$ cat src/logic/opd_pkg.sv
package opd_pkg;

	////////////////////////////////////////////////////////////////////////
	// register map, byte addresses on the APB side
	localparam logic [7:0] OPD_ADDR_OPCODE = 8'h00;
	localparam logic [7:0] OPD_ADDR_OPERAND = 8'h04;
	localparam logic [7:0] OPD_ADDR_STATE = 8'h08;
	localparam logic [7:0] OPD_ADDR_NEXTPC = 8'h0c;
	localparam logic [7:0] OPD_ADDR_DECODE = 8'h10;
	localparam logic [7:0] OPD_ADDR_RESULT = 8'h14;
	localparam logic [7:0] OPD_ADDR_TARGET = 8'h18;

	// reset values
	localparam logic [7:0] OPD_OPCODE_RST = 8'h00;
	localparam logic [15:0] OPD_OPERAND_RST = 16'h0000;
	localparam logic [7:0] OPD_ACC_RST = 8'h00;
	localparam logic [7:0] OPD_MEM_RST = 8'h00;
	localparam logic [3:0] OPD_FLAGS_RST = 4'h0;
	localparam logic [15:0] OPD_NEXTPC_RST = 16'h0000;

	// field positions in the state word
	localparam int OPD_ST_ACC_LSB = 0;
	localparam int OPD_ST_FLAGS_LSB = 8;
	localparam int OPD_ST_MEM_LSB = 16;

	////////////////////////////////////////////////////////////////////////
	// flag indices inside the four-bit {N,V,Z,C} group
	localparam logic [1:0] OPD_FLAG_C = 2'h0;
	localparam logic [1:0] OPD_FLAG_Z = 2'h1;
	localparam logic [1:0] OPD_FLAG_V = 2'h2;
	localparam logic [1:0] OPD_FLAG_N = 2'h3;

	localparam logic [3:0] OPD_MASK_NONE = 4'h0;
	localparam logic [3:0] OPD_MASK_Z = 4'h2;
	localparam logic [3:0] OPD_MASK_NZ = 4'ha;
	localparam logic [3:0] OPD_MASK_NZC = 4'hb;
	localparam logic [3:0] OPD_MASK_NVZ = 4'he;
	localparam logic [3:0] OPD_MASK_NVZC = 4'hf;

	// opcode families
	localparam logic [2:0] OPD_GRP_ADC = 3'h3;
	localparam logic [2:0] OPD_GRP_AND = 3'h1;
	localparam logic [2:0] OPD_GRP_SHL = 3'h0;
	localparam logic [2:0] OPD_GRP_BIT = 3'h1;
	localparam logic [7:0] OPD_BIT_IMM = 8'h89;
	localparam logic [3:0] OPD_BITBR_LOW = 4'hf;
	localparam logic [4:0] OPD_FLAGBR_LOW = 5'h10;
	localparam logic [1:0] OPD_FLAGBR_OVF = 2'h1;

	////////////////////////////////////////////////////////////////////////
	typedef enum logic [3:0] {
		OPD_OP_NONE = 4'h0,
		OPD_OP_ADC = 4'h1,
		OPD_OP_AND = 4'h2,
		OPD_OP_SHL = 4'h3,
		OPD_OP_BIT = 4'h4,
		OPD_OP_BITCLR = 4'h5,
		OPD_OP_BITSET = 4'h6,
		OPD_OP_BRC = 4'h7
	} opd_op_t;

	typedef enum logic [3:0] {
		OPD_MD_NONE = 4'h0,
		OPD_MD_ABS = 4'h1,
		OPD_MD_ABSX = 4'h2,
		OPD_MD_ABSY = 4'h3,
		OPD_MD_IMM = 4'h4,
		OPD_MD_ZP = 4'h5,
		OPD_MD_ZPXIND = 4'h6,
		OPD_MD_ZPX = 4'h7,
		OPD_MD_ZPIND = 4'h8,
		OPD_MD_ZPINDY = 4'h9,
		OPD_MD_ACC = 4'ha,
		OPD_MD_REL = 4'hb,
		OPD_MD_ZPREL = 4'hc
	} opd_mode_t;

	typedef struct packed {
		opd_op_t op;
		opd_mode_t mode;
		logic [3:0] flagMask;
		logic [2:0] bitSel;
		logic [1:0] brFlag;
		logic brVal;
		logic writesAcc;
		logic known;
	} opd_dec_t;

	typedef struct packed {
		logic [7:0] result;
		logic [3:0] flags;
		logic taken;
		logic [15:0] target;
	} opd_res_t;

	////////////////////////////////////////////////////////////////////////
	function automatic opd_mode_t opd_alu_mode(input logic [4:0] low);
		case (low)
			5'h0d: return OPD_MD_ABS;
			5'h1d: return OPD_MD_ABSX;
			5'h19: return OPD_MD_ABSY;
			5'h09: return OPD_MD_IMM;
			5'h05: return OPD_MD_ZP;
			5'h01: return OPD_MD_ZPXIND;
			5'h15: return OPD_MD_ZPX;
			5'h12: return OPD_MD_ZPIND;
			5'h11: return OPD_MD_ZPINDY;
			default: return OPD_MD_NONE;
		endcase
	endfunction

	function automatic opd_mode_t opd_shl_mode(input logic [4:0] low);
		case (low)
			5'h0e: return OPD_MD_ABS;
			5'h1e: return OPD_MD_ABSX;
			5'h0a: return OPD_MD_ACC;
			5'h06: return OPD_MD_ZP;
			5'h16: return OPD_MD_ZPX;
			default: return OPD_MD_NONE;
		endcase
	endfunction

	function automatic opd_mode_t opd_bit_mode(input logic [4:0] low);
		case (low)
			5'h0c: return OPD_MD_ABS;
			5'h1c: return OPD_MD_ABSX;
			5'h04: return OPD_MD_ZP;
			5'h14: return OPD_MD_ZPX;
			default: return OPD_MD_NONE;
		endcase
	endfunction

endpackage

$ cat src/logic/opd_core.sv
`timescale 1ns/1ps
// Function
// RULE_01 - add with carry opcodes, NVZC updated
// RULE_02 - AND opcodes into accumulator, NZ updated
// RULE_03 - shift left, bit7 to carry, NZ
// RULE_04 - bit-clear branches 0F..7F test zero-page bit
// RULE_05 - bit-set branches 8F..FF test zero-page bit
// RULE_06 - 90/B0 branch on carry clear/set
// RULE_07 - F0/D0 branch on zero set/clear
// RULE_08 - 30/10 branch on negative set/clear
// RULE_09 - bit test sets flags, accumulator kept
// RULE_10 - signed displacement added to next address
// RULE_11 - immediate bit test touches only zero
module opd_core
	import opd_pkg::*;
(
	input wire logic clk_sys,
	input wire logic arst_n,
	input wire logic psel,
	input wire logic penable,
	input wire logic pwrite,
	input wire logic [7:0] paddr,
	input wire logic [31:0] pwdata,
	output logic [31:0] prdata,
	output logic pready,
	output logic pslverr,
	output opd_dec_t decodedCtrl,
	output opd_res_t execResult
);

	////////////////////////////////////////////////////////////////////////
	// software-visible state
	logic [7:0] opcodeReg;
	logic [15:0] operandReg;
	logic [7:0] accReg;
	logic [7:0] memReg;
	logic [3:0] flagsReg;
	logic [15:0] nextPcReg;
	opd_dec_t decReg;
	opd_res_t resReg;
	logic [31:0] prdataReg;
	logic preadyReg;
	logic pslverrReg;
	logic preadyNext;

	opd_dec_t lookupDec;
	opd_res_t execRes;

	////////////////////////////////////////////////////////////////////////
	// APB slave: one wait-free access phase, response from flops
	wire setupPhase = psel & ~penable;
	wire accessDone = psel & penable & preadyReg;
	wire wrDone = accessDone & pwrite;
	wire wrOpcode = wrDone & (paddr == OPD_ADDR_OPCODE);
	wire wrOperand = wrDone & (paddr == OPD_ADDR_OPERAND);
	wire wrState = wrDone & (paddr == OPD_ADDR_STATE);
	wire wrNextPc = wrDone & (paddr == OPD_ADDR_NEXTPC);

	logic [31:0] readWord;
	logic addrHit;

	always_comb
	begin
		readWord = 32'h0000_0000;
		addrHit = 1'b1;
		if (paddr == OPD_ADDR_OPCODE)
			readWord = {24'h00_0000, opcodeReg};
		else if (paddr == OPD_ADDR_OPERAND)
			readWord = {16'h0000, operandReg};
		else if (paddr == OPD_ADDR_STATE)
			readWord = {8'h00, memReg, 4'h0, flagsReg, accReg};
		else if (paddr == OPD_ADDR_NEXTPC)
			readWord = {16'h0000, nextPcReg};
		else if (paddr == OPD_ADDR_DECODE && !pwrite)
			readWord = {12'h000, decReg};
		else if (paddr == OPD_ADDR_RESULT && !pwrite)
			readWord = {19'h0_0000, resReg.taken, resReg.flags, resReg.result};
		else if (paddr == OPD_ADDR_TARGET && !pwrite)
			readWord = {16'h0000, resReg.target};
		else
			addrHit = 1'b0;
	end

	assign preadyNext = setupPhase ? 1'b1 : (accessDone ? 1'b0 : preadyReg);

	always_ff @(posedge clk_sys or negedge arst_n)
	begin
		if (!arst_n)
		begin
			preadyReg <= 1'b0;
			pslverrReg <= 1'b0;
			prdataReg <= 32'h0000_0000;
		end
		else
		begin
			preadyReg <= preadyNext;
			if (setupPhase)
			begin
				pslverrReg <= ~addrHit;
				prdataReg <= pwrite ? 32'h0000_0000 : readWord;
			end
		end
	end

	////////////////////////////////////////////////////////////////////////
	// writable registers
	always_ff @(posedge clk_sys or negedge arst_n)
	begin
		if (!arst_n)
		begin
			opcodeReg <= OPD_OPCODE_RST;
			operandReg <= OPD_OPERAND_RST;
			accReg <= OPD_ACC_RST;
			memReg <= OPD_MEM_RST;
			flagsReg <= OPD_FLAGS_RST;
			nextPcReg <= OPD_NEXTPC_RST;
		end
		else
		begin
			if (wrOpcode)
				opcodeReg <= pwdata[7:0];
			if (wrOperand)
				operandReg <= pwdata[15:0];
			if (wrState)
			begin
				accReg <= pwdata[OPD_ST_ACC_LSB +: 8];
				flagsReg <= pwdata[OPD_ST_FLAGS_LSB +: 4];
				memReg <= pwdata[OPD_ST_MEM_LSB +: 8];
			end
			if (wrNextPc)
				nextPcReg <= pwdata[15:0];
		end
	end

	////////////////////////////////////////////////////////////////////////
	// decode and evaluate; both refreshed every cycle, so decReg trails an opcode write by one edge and resReg by two
	opd_lookup u_lookup (
		.opcode(opcodeReg),
		.dec(lookupDec)
	);

	opd_exec u_exec (
		.dec(decReg),
		.acc(accReg),
		.mem(memReg),
		.flagsIn(flagsReg),
		.operand(operandReg),
		.nextPc(nextPcReg),
		.res(execRes)
	);

	always_ff @(posedge clk_sys or negedge arst_n)
	begin
		if (!arst_n)
		begin
			decReg <= '0;
			resReg <= '0;
		end
		else
		begin
			decReg <= lookupDec;
			resReg <= execRes;
		end
	end

	assign prdata = prdataReg;
	assign pready = preadyReg;
	assign pslverr = pslverrReg;
	assign decodedCtrl = decReg;
	assign execResult = resReg;

	////////////////////////////////////////////////////////////////////////
	// checks
	wire selBit = memReg[decReg.bitSel];
	wire andZero = ((accReg & memReg) == 8'h00);
	wire [7:0] andByte = accReg & memReg;
	wire [8:0] adcSum = {1'b0, accReg} + {1'b0, memReg} + {8'h00, flagsReg[OPD_FLAG_C]};
	// expected branch target, built apart from the exec datapath
	wire [15:0] relTarget = nextPcReg + {{8{operandReg[7]}}, operandReg[7:0]};
endmodule // opd_core

$ cat src/logic/opd_exec.sv
`timescale 1ns/1ps
module opd_exec
	import opd_pkg::*;
(
	input opd_dec_t dec,
	input wire logic [7:0] acc,
	input wire logic [7:0] mem,
	input wire logic [3:0] flagsIn,
	input wire logic [15:0] operand,
	input wire logic [15:0] nextPc,
	output opd_res_t res
);

	logic [8:0] sum;
	logic [7:0] shlSrc;
	logic [7:0] andVal;
	logic [7:0] disp;
	logic [7:0] value;
	logic [3:0] calc;
	logic taken;

	assign sum = {1'b0, acc} + {1'b0, mem} + {8'h00, flagsIn[OPD_FLAG_C]}; // RULE_01
	assign andVal = acc & mem;
	assign shlSrc = (dec.mode == OPD_MD_ACC) ? acc : mem;
	// bit branches carry the zero-page address first, displacement second
	assign disp = (dec.mode == OPD_MD_ZPREL) ? operand[15:8] : operand[7:0]; // RULE_10

	always_comb
	begin
		value = acc;
		calc = flagsIn;
		taken = 1'b0;
		case (dec.op)
			OPD_OP_ADC:
			begin
				value = sum[7:0];
				calc = {sum[7], (~(acc[7] ^ mem[7])) & (acc[7] ^ sum[7]),
					sum[7:0] == 8'h00, sum[8]};
			end
			OPD_OP_AND:
			begin
				value = andVal; // RULE_02
				calc = {andVal[7], 1'b0, andVal == 8'h00, 1'b0};
			end
			OPD_OP_SHL:
			begin
				value = {shlSrc[6:0], 1'b0}; // RULE_03
				calc = {shlSrc[6], 1'b0, shlSrc[6:0] == 7'h00, shlSrc[7]};
			end
			OPD_OP_BIT:
			begin
				// accumulator untouched, only flags move
				calc = {mem[7], mem[6], andVal == 8'h00, 1'b0}; // RULE_09
			end
			OPD_OP_BITCLR: taken = ~mem[dec.bitSel]; // RULE_04
			OPD_OP_BITSET: taken = mem[dec.bitSel]; // RULE_05
			OPD_OP_BRC: taken = (flagsIn[dec.brFlag] == dec.brVal); // RULE_06 RULE_07 RULE_08
			default: value = acc;
		endcase
	end

	assign res.result = value;
	assign res.flags = (calc & dec.flagMask) | (flagsIn & ~dec.flagMask);
	assign res.taken = taken;
	assign res.target = taken ? (nextPc + {{8{disp[7]}}, disp}) : nextPc; // RULE_10

endmodule // opd_exec

$ cat src/logic/opd_lookup.sv
`timescale 1ns/1ps
module opd_lookup
	import opd_pkg::*;
(
	input wire logic [7:0] opcode,
	output opd_dec_t dec
);

	function automatic opd_dec_t decodeOpcode(input logic [7:0] opc);
		opd_dec_t d;
		opd_mode_t am;
		opd_mode_t sm;
		opd_mode_t bm;
		d = '0;
		d.op = OPD_OP_NONE;
		d.mode = OPD_MD_NONE;
		am = opd_alu_mode(opc[4:0]);
		sm = opd_shl_mode(opc[4:0]);
		bm = opd_bit_mode(opc[4:0]);
		if (opc[7:5] == OPD_GRP_ADC && am != OPD_MD_NONE)
		begin
			d.op = OPD_OP_ADC; // RULE_01
			d.mode = am;
			d.flagMask = OPD_MASK_NVZC;
			d.writesAcc = 1'b1;
			d.known = 1'b1;
		end
		else if (opc[7:5] == OPD_GRP_AND && am != OPD_MD_NONE)
		begin
			d.op = OPD_OP_AND; // RULE_02
			d.mode = am;
			d.flagMask = OPD_MASK_NZ;
			d.writesAcc = 1'b1;
			d.known = 1'b1;
		end
		else if (opc[7:5] == OPD_GRP_SHL && sm != OPD_MD_NONE)
		begin
			d.op = OPD_OP_SHL; // RULE_03
			d.mode = sm;
			d.flagMask = OPD_MASK_NZC;
			// only the accumulator form writes back here; memory forms store the result
			d.writesAcc = (sm == OPD_MD_ACC);
			d.known = 1'b1;
		end
		else if (opc[7:5] == OPD_GRP_BIT && bm != OPD_MD_NONE)
		begin
			d.op = OPD_OP_BIT; // RULE_09
			d.mode = bm;
			d.flagMask = OPD_MASK_NVZ;
			d.known = 1'b1;
		end
		else if (opc == OPD_BIT_IMM)
		begin
			d.op = OPD_OP_BIT;
			d.mode = OPD_MD_IMM;
			d.flagMask = OPD_MASK_Z; // RULE_11
			d.known = 1'b1;
		end
		else if (opc[3:0] == OPD_BITBR_LOW)
		begin
			d.op = opc[7] ? OPD_OP_BITSET : OPD_OP_BITCLR; // RULE_04 RULE_05
			d.mode = OPD_MD_ZPREL;
			d.bitSel = opc[6:4];
			d.flagMask = OPD_MASK_NONE;
			d.known = 1'b1;
		end
		else if (opc[4:0] == OPD_FLAGBR_LOW && opc[7:6] != OPD_FLAGBR_OVF)
		begin
			d.op = OPD_OP_BRC;
			d.mode = OPD_MD_REL;
			// 1x/3x test N, 9x/Bx test C, Dx/Fx test Z; bit 5 is the wanted level
			d.brFlag = (opc[7:6] == 2'h0) ? OPD_FLAG_N :
				((opc[7:6] == 2'h2) ? OPD_FLAG_C : OPD_FLAG_Z); // RULE_06 RULE_07 RULE_08
			d.brVal = opc[5];
			d.flagMask = OPD_MASK_NONE;
			d.known = 1'b1;
		end
		return d;
	endfunction

	assign dec = decodeOpcode(opcode);

endmodule // opd_lookup

$ cat config.mk
export PLATFORM = sky130hd
export DESIGN_NAME = opd_core
export DESIGN_NICKNAME = d
export VERILOG_FILES = /design/src/logic/opd_pkg.sv /design/src/logic/opd_core.sv /design/src/logic/opd_exec.sv /design/src/logic/opd_lookup.sv
export SDC_FILE = /design/constraint.sdc
export NUM_CORES = 1
export LEC_CHECK = 0
export ABC_CLOCK_PERIOD_IN_PS = 9800
export BUFFER_PORTS_ARGS = -buffer_cell sky130_fd_sc_hd__buf_2
export CORE_UTILIZATION = 40
export DETAILED_ROUTE_END_ITERATION = 6
export SLEW_MARGIN = 20
export SYNTH_ARGS = -nofsm -noshare
export SYNTH_HDL_FRONTEND = slang
export SYNTH_SLANG_ARGS = --single-unit
export TNS_END_PERCENT = 100
$ cat constraint.sdc
create_clock -name clk_sys -period 9.8 [get_ports clk_sys]
set_clock_uncertainty 0.05 [all_clocks]
set_input_delay 0.98 -clock clk_sys [delete_from_list [all_inputs] [get_ports clk_sys]]
set_output_delay 0.98 -clock clk_sys [all_outputs]
set_load 0.005 [all_outputs]
=== Yosys cells after proc, flatten, opt, wreduce, memory -nomap -nowiden ===
Memory sizes are Yosys's and may differ from the RTL's.
Index checks and enable logic that the tools add are counted.

* Add/subtract/negate cells: 3
* $lt $le $gt $ge: 2
* Eq/ne operators: 33
* Mux-type cells: 55
* Bitwise logic cells: 20
* Reduce and logical (&&, ||, !) cells: 19

{| class="wikitable"
|+ Operator list
! kind !! number
|-
| 12-bit 2-to-1 mux || 6
|-
| 32-bit 2-to-1 mux || 2
|-
| 16-bit 2-to-1 mux || 3
|-
| 24-bit 2-to-1 mux || 2
|-
| 20-bit 2-to-1 mux || 2
|-
| 6-bit 2-to-1 mux || 5
|-
| 5-bit == test (second input constant) || 5
|-
| 8-bit by 5-bit == test with 1-bit output (second input constant) || 3
|-
| 8-bit logical NOT || 3
|-
| 8-bit one-hot mux with 3 select lines || 1
|-
| 4-bit one-hot mux with 5 select lines || 1
|-
| 1-bit 2-to-1 mux || 18
|-
| 16-bit adder || 1
|-
| 4-bit by 3-bit == test with 1-bit output (second input constant) || 4
|-
| 4-bit == test (second input constant) || 4
|-
| 8-bit by 4-bit == test with 1-bit output (second input constant) || 2
|-
| 8-bit 2-to-1 mux || 2
|-
| 4-bit one-hot mux with 4 select lines || 1
|-
| 5-bit by 4-bit == test with 1-bit output (second input constant) || 3
|-
| 3-bit one-hot mux with 4 select lines || 1
|-
| 4-bit nonzero test || 3
|-
| 11-bit 2-to-1 mux || 1
|-
| 5-bit by 3-bit == test with 1-bit output (second input constant) || 2
|-
| 8-bit by 8-bit adder with 9-bit output || 1
|-
| other kinds (30) || 56
|}

* Register bits: 143
* Bits in read-only memories: 128
* Output and inout bits: 83
* Word-level logic and storage cells: 154
* Memories: 1

{| class="wikitable"
|+ Memory list
! memory !! words !! width !! read ports !! clocked after memory_dff !! write ports !! line !! source
|-
| (name not given) || 32 || 4 || 1 || 0 || 0 || opd_pkg.sv:98 || <nowiki>case (low)</nowiki>
|}

=== Depth between registers and ports, before layout ===
* Word-level depth: 10
* Mapped depth: 12
* Mapped depth without buffers: 10

=== By module ===
From an unflattened synthesis, not the netlist that was laid out.

* Cells, all modules: 759
* Area, all modules: 8,225.4 µm²

{| class="wikitable"
|+ By module, submodules not included
! module !! times used !! cells each !! area each (µm²)
|-
| opd_core || 1 || 388 || 5,562.8
|-
| opd_exec || 1 || 282 || 2,068.2
|-
| opd_lookup || 1 || 89 || 594.3
|}

=== Least setup slack after synthesis ===
Ideal clock, no wire load.

* Path type: flip-flop to flip-flop
* Start: register decReg (netlist bit decodedCtrl[13])
* End: register resReg (netlist bit execResult[15])
* Library setup time: 0.124 ns
* Data arrival time: 3.044 ns
* Required time: 9.626 ns
* Setup slack: 6.582 ns
* Stages on the path, launching flop included: 13
* Buffers on the path: 2
* Period minus slack after synthesis: 3.218 ns
* Cells stage by stage: dfrtp_1 nor4bb_1 clkbuf_1 mux2i_1 inv_1 ha_1 clkbuf_1 nor3_1 o311ai_0 a21oi_1 a21oi_1 o221ai_1 a211o_1

{| class="wikitable"
|+ RTL lines
! element !! line !! source
|-
| start, declared || opd_core.sv:39 || <nowiki>opd_dec_t decReg;</nowiki>
|-
| start signal, assigned || opd_core.sv:161 || <nowiki>decReg <= lookupDec;</nowiki>
|-
| end signal, assigned || opd_core.sv:162 || <nowiki>resReg <= execRes;</nowiki>
|-
| end, declared || opd_core.sv:40 || <nowiki>opd_res_t resReg;</nowiki>
|}

==> impl_summary.md <==
Global routing
Entering global routing, the biggest net connects 71 pins. The number of global-route vias before repair came to 6205. Global routing used 25.1% of the available tracks across all layers. The number of antenna violations at the first check in global routing is 0. After global routing the overflow that remains totals 0. The first-pass GRT wire length is 37300 um.

Cells and area
The core occupancy in the finished layout is 48.4%. Compared with the post-synthesis result, the final layout area differs by 16.7%. Once layout is complete, the cells apart from fillers number 1152. The final instance area is 9180 sq um. Counting the fill cells in the layout gives 1823. The total number of nets in the final design is 953. The library cells used most frequently in the layout, excluding fill and tap cells, are sky130_fd_sc_hd__dfrtp_1, sky130_fd_sc_hd__buf_2, sky130_fd_sc_hd__mux2_2, sky130_fd_sc_hd__nand2_1, sky130_fd_sc_hd__nor2_1. The most common cell after layout, fill and taps aside is sky130_fd_sc_hd__dfrtp_1. The post-route netlist has 25.5% of its cells at a drive strength greater than 1.

Timing
The worst slew slack as a fraction of its limit is 29.5%. Setup repair after global routing left no endpoint under its margin. Setup violations remaining at the end of the flow were counted as 0.

The share of the cycle needed by the critical path after routing is 37.2%. The highest achievable clock rate is 0.275 GHz. The setup TNS is 0 ns.

The transition time at the pin with the least slew margin is 1.06 ns. The minimum clock period is 3.64 ns. The worst path meets setup with 6.16 ns of slack.

The final-report max-slew violation count is 0. The number of hold violations in the final report is 0.

Worst hold path
In this run the worst hold path is classified as reg -> reg. The startpoint of the worst hold path is prdata[17].

CTS
The later pin in the worst-skew pair is clocked with a latency of 0.43 ns. The TritonCTS clock tree is built. The clock transition at the registers of the reported paths is 0.06 ns.

The post-CTS setup buffer count is 0. The clock net in this run drives a total of 134 sinks. The number of buffers created by CTS is 17. The cell at the root of the clock tree is sky130_fd_sc_hd__clkbuf_16. After clock tree synthesis, the flow added hold-fix buffers numbering 0. The buffer levels on the longest clock path is 2. CTS built an H-tree with a depth of 4. In this run, post-CTS repair resized a total of 0 instances.

Power and ir drop
VDD sags by at most 0.141 mV. The power density of the placed cells is 142 nW/um^2. For this design the static power due to leakage is 0.00455 uW.

Placed design
The worst setup slack before clock tree synthesis is 5.78 ns. Buffers placed on the I/O ports in this run total 110. Once placement finished, the instance area stood at 8560 sq um.

In this run, placement finished with an instance count of 1119. The post-DP HPWL is 18400 um. The global placement routability congestion is 0.922.

Logic synthesis
After synthesis, the share of flip-flops with an asynchronous set or reset is 100%. Synthesis produced a netlist whose cell count is 786. Counting flops and latches in the post-synthesis netlist gives 134. The register area share after synthesis is 42.6%.

The average instance in the mapped netlist occupies 10.0 sq um. Yosys mapped a number of flops with a built-in enable equal to 0. The number of different library cells used by synthesis comes to 72. For this run, the leading register cell type out of synthesis is sky130_fd_sc_hd__dfrtp_1. During synthesis, Yosys emitted a total of 0 warnings. The cell area after technology mapping is 7860 sq um.

Setup path
The worst setup path category is reg -> reg. The startpoint of the worst setup timing path is decodedCtrl[14]. The worst register-to-register path has a depth of 11. The critical path startpoint category is a flip-flop.

STA puts the critical path data arrival time at 3.90 ns. The register-to-register setup slack is 6.16 ns. The required time reported for the critical path endpoint is 10.06 ns. The most critical setup path has its endpoint at execResult[15].

Of all nets on the critical path, the largest fanout is 8. The destination of the worst register-to-register timing path is execResult[15]. The capturing element type of the critical path is a flip-flop.

The startpoint identified for the worst register-to-register timing path is decodedCtrl[14].

Outcome
The run finished with clean final reports.

Floorplan
The floorplan core area is 19000 sq um. The row count is 50. In this run the count of I/O pins placed on the die edge is 128. The die is 142 um tall. The die footprint is 20200 sq um. The initial utilization of the core area, before any placement, comes to 41.5%. The floorplan step set the die width to 142 um.

Drt
The number of DRC markers after the initial detailed-route iteration is 483. The average wire length per cell after detail routing is 21.4 um. The post-detailed-route via-to-cell ratio is 5.73. The number of detailed-routing iterations run before antenna repair is 4.

After detailed routing, the number of remaining DRC violations is 0. For this block, the routed nets add up to 24700 um of wire. The remaining antenna violation count is 0.

The routed layout has 6601 vias.

Flow run
Across the run, the number of max-cap violations was 0.
==> routing by layer <==
layer / track usage [%] / up-vias / wire [um]
met2: 37.1 / 262 / 10800
met3: 3.73 / 37 / 1480
met5: 0 / - / 0
met4: 9.39 / 0 / 568
met1: 36.8 / 3222 / 11800
li1: - / 3080 / -
==> worst min path at each step <==
stage	to	slack [ns]	cells past startpoint
3_3_place_gp	prdata[16]	0.41	2
2_1_floorplan	prdata[0]	0.42	2
6_report	prdata[17]	0.43	2
4_1_cts	prdata[17]	0.43	2
3_5_place_dp	prdata[5]	0.42	2
5_1_grt	prdata[17]	0.44	2
==> cell usage after synthesis, drive strengths merged, types with 15 or more instances <==
library cell,count,area share [%]
nand2b,20,1.6
buf,23,2.1
nor2,58,2.9
clkbuf,27,1.3
nor3,15,1.1
a31oi,15,1.2
nand2,58,2.8
a22o,17,1.9
ha,27,4.3
inv,25,1.2
a21oi,52,3.3
a22oi,16,1.5
o21ai,54,3.4
dfrtp,134,43
mux2,71,11
==> power breakdown <==
group	switching (uW)	internal, uW
logic	39.5	18.2
registers	6.30	558
clock network	242	438
==> flip-flops by register name, summed over array words and instances (netlist names) <==
signal / count
decodedCtrl: 19
nextPcReg: 16
flagsReg: 4
execResult: 29
operandReg: 16
accReg: 8
memReg: 8
pready: 1
opcodeReg: 8
pslverr: 1
prdata: 24
==> cells by family after synthesis <==
family	synth area share, %
compound gates	19.4
fa+ha+maj	5.06
mux	12.8
simple gates	13.7
flops	42.6
other cells	0.0477
xor+xnor	1.78
buf+inv	4.55
==> critical path, stage by stage (launching register included) <==
cell                       delay [ns]
sky130_fd_sc_hd__dfrtp_1         0.48
sky130_fd_sc_hd__nor4bb_1        0.31
sky130_fd_sc_hd__buf_4           0.23
sky130_fd_sc_hd__mux2i_1         0.46
sky130_fd_sc_hd__inv_1           0.29
sky130_fd_sc_hd__ha_1            0.50
sky130_fd_sc_hd__nor3_1          0.08
sky130_fd_sc_hd__o311ai_0        0.35
sky130_fd_sc_hd__a21oi_1         0.14
sky130_fd_sc_hd__a21oi_1         0.21
sky130_fd_sc_hd__o221ai_1        0.16
sky130_fd_sc_hd__a211o_1         0.26
==> stage by stage <==
step	hold WS [ns]	power [uW]
after floorplan	0.423	598
after global placement	0.413	632
after detailed placement	0.421	632
after CTS	0.434	1310
after global routing	0.441	1340
final	0.432	1300
==> final cells by class <==
class	count	area (sq um)	area share, %
Antenna cell	1	2.50	0.0273
Clock buffer	23	468	5.10
Clock inverter	9	149	1.62
Inverter	25	93.8	1.02
Multi-Input combinational cell	585	4190	45.7
Sequential cell	134	3350	36.5
Tap cell	260	325	3.55
Timing Repair Buffer	115	594	6.48
No activity file was read; power rests on OpenSTA's default activity.
